<file path="config.mk">
export PLATFORM = sky130hd
export DESIGN_NAME = sbl_top
export DESIGN_NICKNAME = d
export VERILOG_FILES = /design/src/hdl/sbl_pkg.sv /design/src/hdl/sbl_lock_gate.sv /design/src/hdl/sbl_top.sv
export SDC_FILE = /design/constraint.sdc
export NUM_CORES = 1
export LEC_CHECK = 0
export BUFFER_PORTS_ARGS = -buffer_cell sky130_fd_sc_hd__buf_2
export CORE_MARGIN = 3
export CORE_UTILIZATION = 36
export CTS_BUF_LIST = sky130_fd_sc_hd__clkbuf_16
export CTS_CLUSTER_DIAMETER = 100
export DETAILED_ROUTE_END_ITERATION = 16
export PLACE_DENSITY = 0.84
export SETUP_SLACK_MARGIN = 0.4
export SLEW_MARGIN = 20
export SYNTH_ARGS = -nofsm -noshare
export SYNTH_HDL_FRONTEND = slang
export SYNTH_SLANG_ARGS = --single-unit
</file>
<file path="constraint.sdc">
create_clock -name clk -period 4.7 [get_ports clk]
set_input_delay 0.235 -clock clk [delete_from_list [all_inputs] [get_ports clk]]
set_output_delay 0.235 -clock clk [all_outputs]
set_load 0.01 [all_outputs]
</file>
<file path="src/hdl/sbl_pkg.sv">
// Purpose: Shared constants for the secondary block lock register.
// Assumes: 32-bit APB data, byte addressing, little-endian bit order.
// Notes:   Bit 31 of the bus word is the enable, bit 20 the test/shadow
//          lock, bits 3:0 the low-space sector locks (bits 15:4 read as ones).
package sbl_pkg;

  // ----------------------------------------------------------------
  // Register map
  // ----------------------------------------------------------------
  localparam int ADDR_W = 12;
  localparam logic [11:0] SECONDARY_BLOCK_LOCK_OFS = 12'h00C;

  // ----------------------------------------------------------------
  // Field positions
  // ----------------------------------------------------------------
  localparam int SLE_BIT = 31;
  localparam int STS_BIT = 20;
  localparam int LOW_W = 16;
  localparam int SEC_N = 4;

  // ----------------------------------------------------------------
  // Password and reset values
  // ----------------------------------------------------------------
  // Value as printed is 36 bits; the bus carries its upper 32 bits
  localparam logic [35:0] PWD_PRINTED = 36'hC3C333333;
  localparam logic [31:0] PWD = PWD_PRINTED[35:4];
  // Erased nonvolatile word: every lock set
  localparam logic RST_LOCK = 1'b1;
  localparam logic [3:0] SEC_PRESENT_DEF = 4'hF;
  localparam logic [11:0] LOW_UNUSED_ONES = 12'hFFF;

  // ----------------------------------------------------------------
  // Controller states
  // ----------------------------------------------------------------
  typedef enum logic [0:0] {
    SBL_LOAD,
    SBL_RUN
  } sbl_state_e;

endpackage

</file>
<file path="src/hdl/sbl_lock_gate.sv">
// Purpose: Combines primary and secondary locks and grants operations.
// Assumes: Request signals come from the same clock domain.
// Notes:   Purely combinational; no state.
`timescale 1ns/1ps
module sbl_lock_gate (
  // Primary lock inputs
  input wire logic prim_tst_lock,
  input wire logic [3:0] prim_low_lock,
  // Secondary lock inputs
  input wire logic sec_tst_lock,
  input wire logic [3:0] sec_low_lock,
  // Operation request
  input wire logic pe_req,
  input wire logic pe_erase,
  input wire logic pe_tst,
  input wire logic [1:0] pe_sector,
  // Results
  output logic eff_tst_lock,
  output logic [3:0] eff_low_lock,
  output logic pe_grant
);

  // Either register locking a sector locks it
  assign eff_tst_lock = prim_tst_lock | sec_tst_lock;
  assign eff_low_lock = prim_low_lock | sec_low_lock;

  // Test sector erase is refused whatever the locks say
  always_comb begin
    if (!pe_req) begin
      pe_grant = 1'b0;
    end else if (pe_tst) begin
      pe_grant = !eff_tst_lock && !pe_erase;
    end else begin
      pe_grant = !eff_low_lock[pe_sector];
    end
  end

endmodule

</file>
<file path="src/hdl/sbl_top.sv">
// Purpose: Secondary block lock register for the data flash, APB slave.
// Assumes: Interlock, done and suspend come from the flash controller
//          on clk; the nonvolatile word arrives with nv_valid.
// Notes:   Bus stalls (pready low) until the nonvolatile word is loaded.
`timescale 1ns/1ps
module sbl_top #(
  parameter logic [3:0] SEC_PRESENT = sbl_pkg::SEC_PRESENT_DEF
) (
  // Clock and reset
  input wire logic clk,
  input wire logic reset_n,
  // APB slave
  input wire logic psel,
  input wire logic penable,
  input wire logic pwrite,
  input wire logic [sbl_pkg::ADDR_W-1:0] paddr,
  input wire logic [31:0] pwdata,
  output logic [31:0] prdata,
  output logic pready,
  output logic pslverr,
  // Nonvolatile word load
  input wire logic [31:0] nv_word,
  input wire logic nv_valid,
  // Flash controller status
  input wire logic interlock_wr,
  input wire logic op_done,
  input wire logic hv_suspended,
  // Primary lock register bits
  input wire logic prim_tst_lock,
  input wire logic [3:0] prim_low_lock,
  // Program/erase request
  input wire logic pe_req,
  input wire logic pe_erase,
  input wire logic pe_tst,
  input wire logic [1:0] pe_sector,
  // Lock results
  output logic eff_tst_lock,
  output logic [3:0] eff_low_lock,
  output logic pe_grant,
  output logic lock_loaded
);

  // ----------------------------------------------------------------
  // State
  // ----------------------------------------------------------------
  typedef struct packed {
    sbl_pkg::sbl_state_e st;
    logic secondary_lock_enable;
    logic tst;
    logic [3:0] low;
    logic busy;
    logic [31:0] rdata;
  } sbl_regs_s;

  sbl_regs_s q_reg;
  sbl_regs_s q_next;

  logic hit;
  logic setup;
  logic wr_acc;
  logic pwd_match;
  logic wr_ok;
  logic [31:0] rd_word;

  // ----------------------------------------------------------------
  // Bus decode
  // ----------------------------------------------------------------
  // Address match ignores nothing; any other offset is an error
  assign hit = paddr == sbl_pkg::SECONDARY_BLOCK_LOCK_OFS;
  assign setup = psel && !penable;
  assign wr_acc = psel && penable && pwrite && pready && hit;
  assign pwd_match = pwdata == sbl_pkg::PWD;
  // Lock writes are ignored, not stalled, while an operation runs or is suspended
  assign wr_ok = q_reg.secondary_lock_enable
    && !q_reg.busy
    && !hv_suspended;

  // Handshake held off until the load is done
  assign pready = q_reg.st == sbl_pkg::SBL_RUN;
  assign pslverr = psel && penable && pready && !hit;
  assign prdata = q_reg.rdata;
  assign lock_loaded = q_reg.st == sbl_pkg::SBL_RUN;

  // Read view: unused upper low bits read as ones, others as zero
  always_comb begin
    rd_word = 32'h0000_0000;
    rd_word[sbl_pkg::SLE_BIT] = q_reg.secondary_lock_enable;
    rd_word[sbl_pkg::STS_BIT] = q_reg.tst;
    rd_word[sbl_pkg::LOW_W-1:sbl_pkg::SEC_N] =
      sbl_pkg::LOW_UNUSED_ONES;
    rd_word[sbl_pkg::SEC_N-1:0] = q_reg.low;
  end

  // ----------------------------------------------------------------
  // Next state
  // ----------------------------------------------------------------
  always_comb begin
    q_next = q_reg;
    unique case (q_reg.st)
      sbl_pkg::SBL_LOAD: begin
        // Copy the lock bits of the nonvolatile word (its bit 31 is not loaded); absent sectors stay locked
        if (nv_valid) begin
          q_next.tst = nv_word[sbl_pkg::STS_BIT];
          q_next.low = nv_word[sbl_pkg::SEC_N-1:0]
            | ~SEC_PRESENT;
          q_next.st = sbl_pkg::SBL_RUN;
          // A read stalled behind the load gets no setup edge in the
          // run state, so its data is built here from the new bits
          q_next.rdata = 32'h0000_0000;
          if (hit) begin
            q_next.rdata[sbl_pkg::STS_BIT] = q_next.tst;
            q_next.rdata[sbl_pkg::LOW_W-1:sbl_pkg::SEC_N] =
              sbl_pkg::LOW_UNUSED_ONES;
            q_next.rdata[sbl_pkg::SEC_N-1:0] = q_next.low;
          end
        end
      end
      sbl_pkg::SBL_RUN: begin
        // Register read data sampled in the setup phase
        if (setup) begin
          q_next.rdata = hit ? rd_word : 32'h0000_0000;
        end
        if (wr_acc) begin
          if (pwd_match) begin
            q_next.secondary_lock_enable = 1'b1;
          end else if (wr_ok) begin
            // Enable bit is not written from the data word
            q_next.tst = pwdata[sbl_pkg::STS_BIT];
            q_next.low = pwdata[sbl_pkg::SEC_N-1:0]
              | ~SEC_PRESENT;
          end
        end
      end
    endcase
    // Interlock wins over a completion in the same cycle
    if (interlock_wr) begin
      q_next.busy = 1'b1;
    end else if (op_done) begin
      q_next.busy = 1'b0;
    end
  end

  // ----------------------------------------------------------------
  // Registers
  // ----------------------------------------------------------------
  // Reset value is the erased word: everything locked
  always_ff @(posedge clk or negedge reset_n) begin
    if (!reset_n) begin
      q_reg.st <= sbl_pkg::SBL_LOAD;
      q_reg.secondary_lock_enable <= 1'b0;
      q_reg.tst <= sbl_pkg::RST_LOCK;
      q_reg.low <= {sbl_pkg::SEC_N{sbl_pkg::RST_LOCK}};
      q_reg.busy <= 1'b0;
      q_reg.rdata <= 32'h0000_0000;
    end else begin
      q_reg <= q_next;
    end
  end

  // ----------------------------------------------------------------
  // Lock combination
  // ----------------------------------------------------------------
  sbl_lock_gate u_gate (
    .prim_tst_lock(prim_tst_lock),
    .prim_low_lock(prim_low_lock),
    .sec_tst_lock(q_reg.tst),
    .sec_low_lock(q_reg.low),
    .pe_req(pe_req),
    .pe_erase(pe_erase),
    .pe_tst(pe_tst),
    .pe_sector(pe_sector),
    .eff_tst_lock(eff_tst_lock),
    .eff_low_lock(eff_low_lock),
    .pe_grant(pe_grant)
  );
endmodule

</file>
Word level (Yosys, flattened, before mapping)
Index checks and enable logic that the tools add are counted.
- add/sub/neg operators: 0
- multipliers: 0
- divide/modulo/power cells: 0
- $lt $le $gt $ge: 1
- eq/ne operators: 7
- shift-type cells: 0
- muxes and demuxes: 19
- bitwise gates (word level): 3
- reduce and logical (&&, ||, !) cells: 21
- operator list (operator ; number):
    $mux 32 ; 3
    $pmux 32 s2 ; 1
    $eq 32x32->1 const B ; 1
    $mux 5 ; 4
    $mux 16 ; 1
    $eq 12x4->1 const B ; 1
    $logic_and 1x1->1 ; 10
    $pmux 5 s2 ; 1
    $mux 1 ; 8
    $logic_not 1->1 ; 7
    $ne 2x1->1 const B ; 3
    $ne 2x2->1 const B ; 2
    $or 4x4->4 ; 1
    $reduce_and 4->1 ; 1
    $lt 2x3->1 const B ; 1
    $reduce_and 3->1 ; 1
    $bmux 1 s2 ; 1
    $reduce_and 2->1 ; 1
    $reduce_bool 2->1 ; 1
    $not 1->1 ; 1
    $or 1x1->1 ; 1
- register bits: 40
- latch bits: 0
- bits in writable memories: 0
- ROM bits: 0
- bits of input ports: 95
- logic and storage cells: 57
- memories: 0

Longest topological paths before layout
- depth after elaboration: 7
- mapped depth: 5
- mapped depth without buffers: 5

Modules after synthesis
A second synthesis with hierarchy kept.
- cells, all modules: 122
- area total of the unflattened synthesis: 1183.6 µm²
- by module, submodules not included (module ; times used ; cells each ; area an instance (µm²)):
    sbl_top ; 1 ; 112 ; 1108.6
    sbl_lock_gate ; 1 ; 10 ; 75.1

Worst setup path after synthesis
OpenSTA, ideal clock, no wires.
- path kind: in2reg
- from: input port paddr[7] in the netlist's numbering
- to: register q_reg[33] in the netlist's numbering
- library setup time: 85 ps
- arrival time: 1708 ps
- setup slack: 2907 ps
- stages: 5
- path through: or4_4 > nor4_4 > nand4_1 > o21ai_2 > mux2_1
- cells in the longest elaborated chain, start to end: 4
- RTL lines (element ; line ; RTL):
    start, declared ; sbl_top.sv:16 ; input wire logic [sbl_pkg::ADDR_W-1:0] paddr,
    $eq 12x4->1 ; sbl_top.sv:69 ; assign hit = paddr == sbl_pkg::SECONDARY_BLOCK_LOCK_OFS;
    $logic_and 1x1->1 ; sbl_top.sv:71 ; assign wr_acc = psel && penable && pwrite && pready && hit;
    $ne 2x1->1 (no line) ; -- ;
    $reduce_and 4->1 (no line) ; -- ;
    end signal, assigned ; sbl_top.sv:156 ; q_reg <= q_next;
    end, declared ; sbl_top.sv:55 ; sbl_regs_s q_reg;
No other way between the ends.
A chain may end at the register's enable or synchronous reset.

Worst setup path in the final report
- from: register q_reg (netlist bit lock_loaded)
- to: register q_reg[33] in the netlist's numbering
- cells in the longest elaborated chain, start to end: 4
- elaborated cells on any way between the ends: 9
- RTL lines (element ; line):
    $logic_and 1x1->1 (2 in a row) ; sbl_top.sv:71
    $ne 2x1->1 (no line) ; --
    $reduce_and 4->1 (no line) ; --
Several ways; a longest one is shown, not always the timed one.

==> results.sh <==
export IMPL_p_switching_w=0.0000837
export IMPL_num_vias=1062
export IMPL_drtAntennaViolNets=0
export IMPL_layout_common_cells="buf_2, conb_1, nand2_1"
export IMPL_timing_hold_violations_final=0
export IMPL_hpwl_um=2530
export IMPL_synth_warnings=0
export IMPL_rows=20
export IMPL_worstSetupPathType="flop to flop"
export IMPL_antenna_found_initial=0
export IMPL_p_leak_nw=0.892
export IMPL_synth_mux_area_frac=0.159
export IMPL_syn_to_final_growth_pct=35.3
export IMPL_dr_max_layer_used="met4"
export IMPL_syn_avg_cell_area_um2=9.72
export IMPL_seq_area_frac_synth=0.327
export IMPL_start_util=0.379
export IMPL_seqPwrFrac=0.386
export IMPL_fin_ws_ns=2.67
export IMPL_swShare=0.224
export IMPL_coreArea_mm2=0.00308
export IMPL_drt_total_wl_um=2930
export IMPL_p_per_area_mw_per_mm2=237
export IMPL_combPwrFrac=0.183
export IMPL_drt_met1_wl_um=1190
export IMPL_h_tree_depth=1
export IMPL_placed_area_mm2=0.00149
export IMPL_drcViolationCount=0
export IMPL_start_kind="flop"
export IMPL_status="finished, final reports clean"
export IMPL_final_common_cell="buf_2"
export IMPL_critPathRequiredTime_ns=4.86
export IMPL_drt_initial_drc_count=11
export IMPL_vias_per_cell=4.39
export IMPL_maxCapViolations=0
export IMPL_wl_met3_um=231
export IMPL_crit_arrival_ns=2.19
export IMPL_end_kind="flop"
export IMPL_tns_ns=0
export IMPL_die_area_mm2=0.00396
export IMPL_final_nets=294
export IMPL_yosys_register_bits=15
export IMPL_max_slew_margin_rel=0.577
export IMPL_clockRootBuffer="clkbuf_16"
export IMPL_clock_sinks=15
export IMPL_layout_cells_non_filler=242
export IMPL_synth_top_family_by_area="simple AND/OR/NAND/NOR gates"
export IMPL_final_area_mm2=0.00158
export IMPL_intPower_w=0.000290
export IMPL_gp_congestion=0.765
export IMPL_period_needed_ns=2.03
export IMPL_worstPathMaxFanout=17
export IMPL_grt_pass1_wl_um=4730
export IMPL_cts_clk_slew_worst_paths_ns=0.05
export IMPL_wl_per_cell_um=12.1
export IMPL_holdCritPathClass="primary input to flop"
export IMPL_synth_fa_ha_area_frac=0
export IMPL_ios=136
export IMPL_worst_pin_slew_ns=0.635
export IMPL_grt_max_degree=18
export IMPL_die_y_um=62.9
export IMPL_clockBufferDepth=2
export IMPL_setup_viol=0
export IMPL_synth_simple_area_share=0.226
export IMPL_synthArstFlopShare=1.00
export IMPL_die_x_um=62.9
export IMPL_max_freq_mhz=493
export IMPL_wl_met2_um=1460
export IMPL_drv_slew=0
export IMPL_grt_pass1_vias=1028
export IMPL_placedCellCount=237
export IMPL_rsz0062_at_grt="false"
export IMPL_fillers=325
export IMPL_ctsResizeCount=0
export IMPL_synth_edf_count=0
export IMPL_synth_xor_area_frac=0
export IMPL_yosysUniqueCellTypes=31
export IMPL_peakVddDrop_mv=0.189
export IMPL_layout_drive_gt1_share=0.601
export IMPL_grt_use_total=0.149
export IMPL_synth_compound_area_share=0.0622
export IMPL_power_frac_clock=0.431
export IMPL_cts_made_buffers=3
export IMPL_dpl_worst_slack_ns=2.66
export IMPL_skew_ns=0.000877
export IMPL_clkLatencyLatePin_ns=0.24
export IMPL_numPortBuffers=94
export IMPL_synth_area_mm2=0.00117
export IMPL_cts_tree="yes"
export IMPL_synth_ff_type="dfrtp_1"
export IMPL_antenna_cells=0
export IMPL_gr_total_overflow=0
export IMPL_netlist_instances=120
export IMPL_post_route_util=0.513
export IMPL_fin_crit_sh=0.431
export IMPL_drt_first_pass_iters=4
==> metrics by stage <==
step                      hold WS [ns]  power [W]
after floorplan                -0.0606   0.000183
after global routing             0.182   0.000397
after CTS                        0.164   0.000380
after global placement           0.150   0.000212
after detailed placement         0.154   0.000215
final                            0.168   0.000374
==> cell usage after synthesis, drive strengths merged, types with 2 or more instances <==
cell	number	share of area
or2	6	0.032
inv	2	0.0064
dfrtp	10	0.21
nand4	3	0.016
nor4b	2	0.015
nor2	4	0.013
mux2	10	0.097
o21ai	7	0.033
nor3b	2	0.013
nand2	11	0.035
buf	34	0.22
dfstp	5	0.11
and4b	2	0.017
mux2i	5	0.043
nand2b	2	0.011
o21a	2	0.013
nor4	3	0.029
==> power groups by stage <==
stage	Combinational [W]	Clock (W)	Sequential (W)
2_1_floorplan	0.0000387	0	0.000144
3_3_place_gp	0.0000662	0	0.000146
3_5_place_dp	0.0000683	0	0.000146
4_1_cts	0.0000692	0.000167	0.000144
5_1_grt	0.0000770	0.000175	0.000145
6_report	0.0000686	0.000161	0.000144
==> repair_timing <==
item                                   in CTS  in global routing
hold buffers                                1                  0
buffers inserted                            0                  0
endpoints found under the hold margin      10                  0
setup endpoints to repair                   0                  0
==> final cells by class <==
class	count	area, um^2	area share
multi-input cells	82	574	0.364
repair buffers	95	480	0.305
flip-flops and latches	15	382	0.242
clock buffers	3	75.1	0.0476
well taps	44	55.1	0.0349
inverters	2	7.51	0.00476
clock inverters	1	3.75	0.00238
==> final timing paths <==
kind | startpoint | to | slack (ns) | depth (start not counted)
min in group asynchronous | reset_n | lock_loaded | 0.42 | 2
min reg2reg | prdata[31] | prdata[31] | 0.47 | 2
max in group asynchronous | reset_n | q_reg[37] | 3.98 | 2
max reg2reg | lock_loaded | q_reg[33] | 2.67 | 5
max | lock_loaded | q_reg[33] | 2.67 | 5
min | interlock_wr | q_reg[32] | 0.17 | 2
==> metal layers <==
metal	vias up	GRT usage
met2	51	0.252
met1	474	0.185
li1	533	-
met4	0	0.0496
met5	-	0
met3	4	0.0360
==> critical path: stages, from the launching register on <==
cell     delay (ns)
dfrtp_1        0.74
nand3_1        0.18
nor2_1         0.20
nand4_1        0.13
o21ai_2        0.32
mux2_1         0.37
==> cells by family (layout without fill, tap and decap cells) <==
family / count (synthesis) / count (layout)
AO/OA/AOI/OAI: 11 / 11
buffers and inverters: 36 / 101
flip-flops: 15 / 15
multiplexers: 16 / 16
other: 1 / 14
AND/OR/NAND/NOR: 41 / 41
No activity file was read; power rests on OpenSTA's default activity.
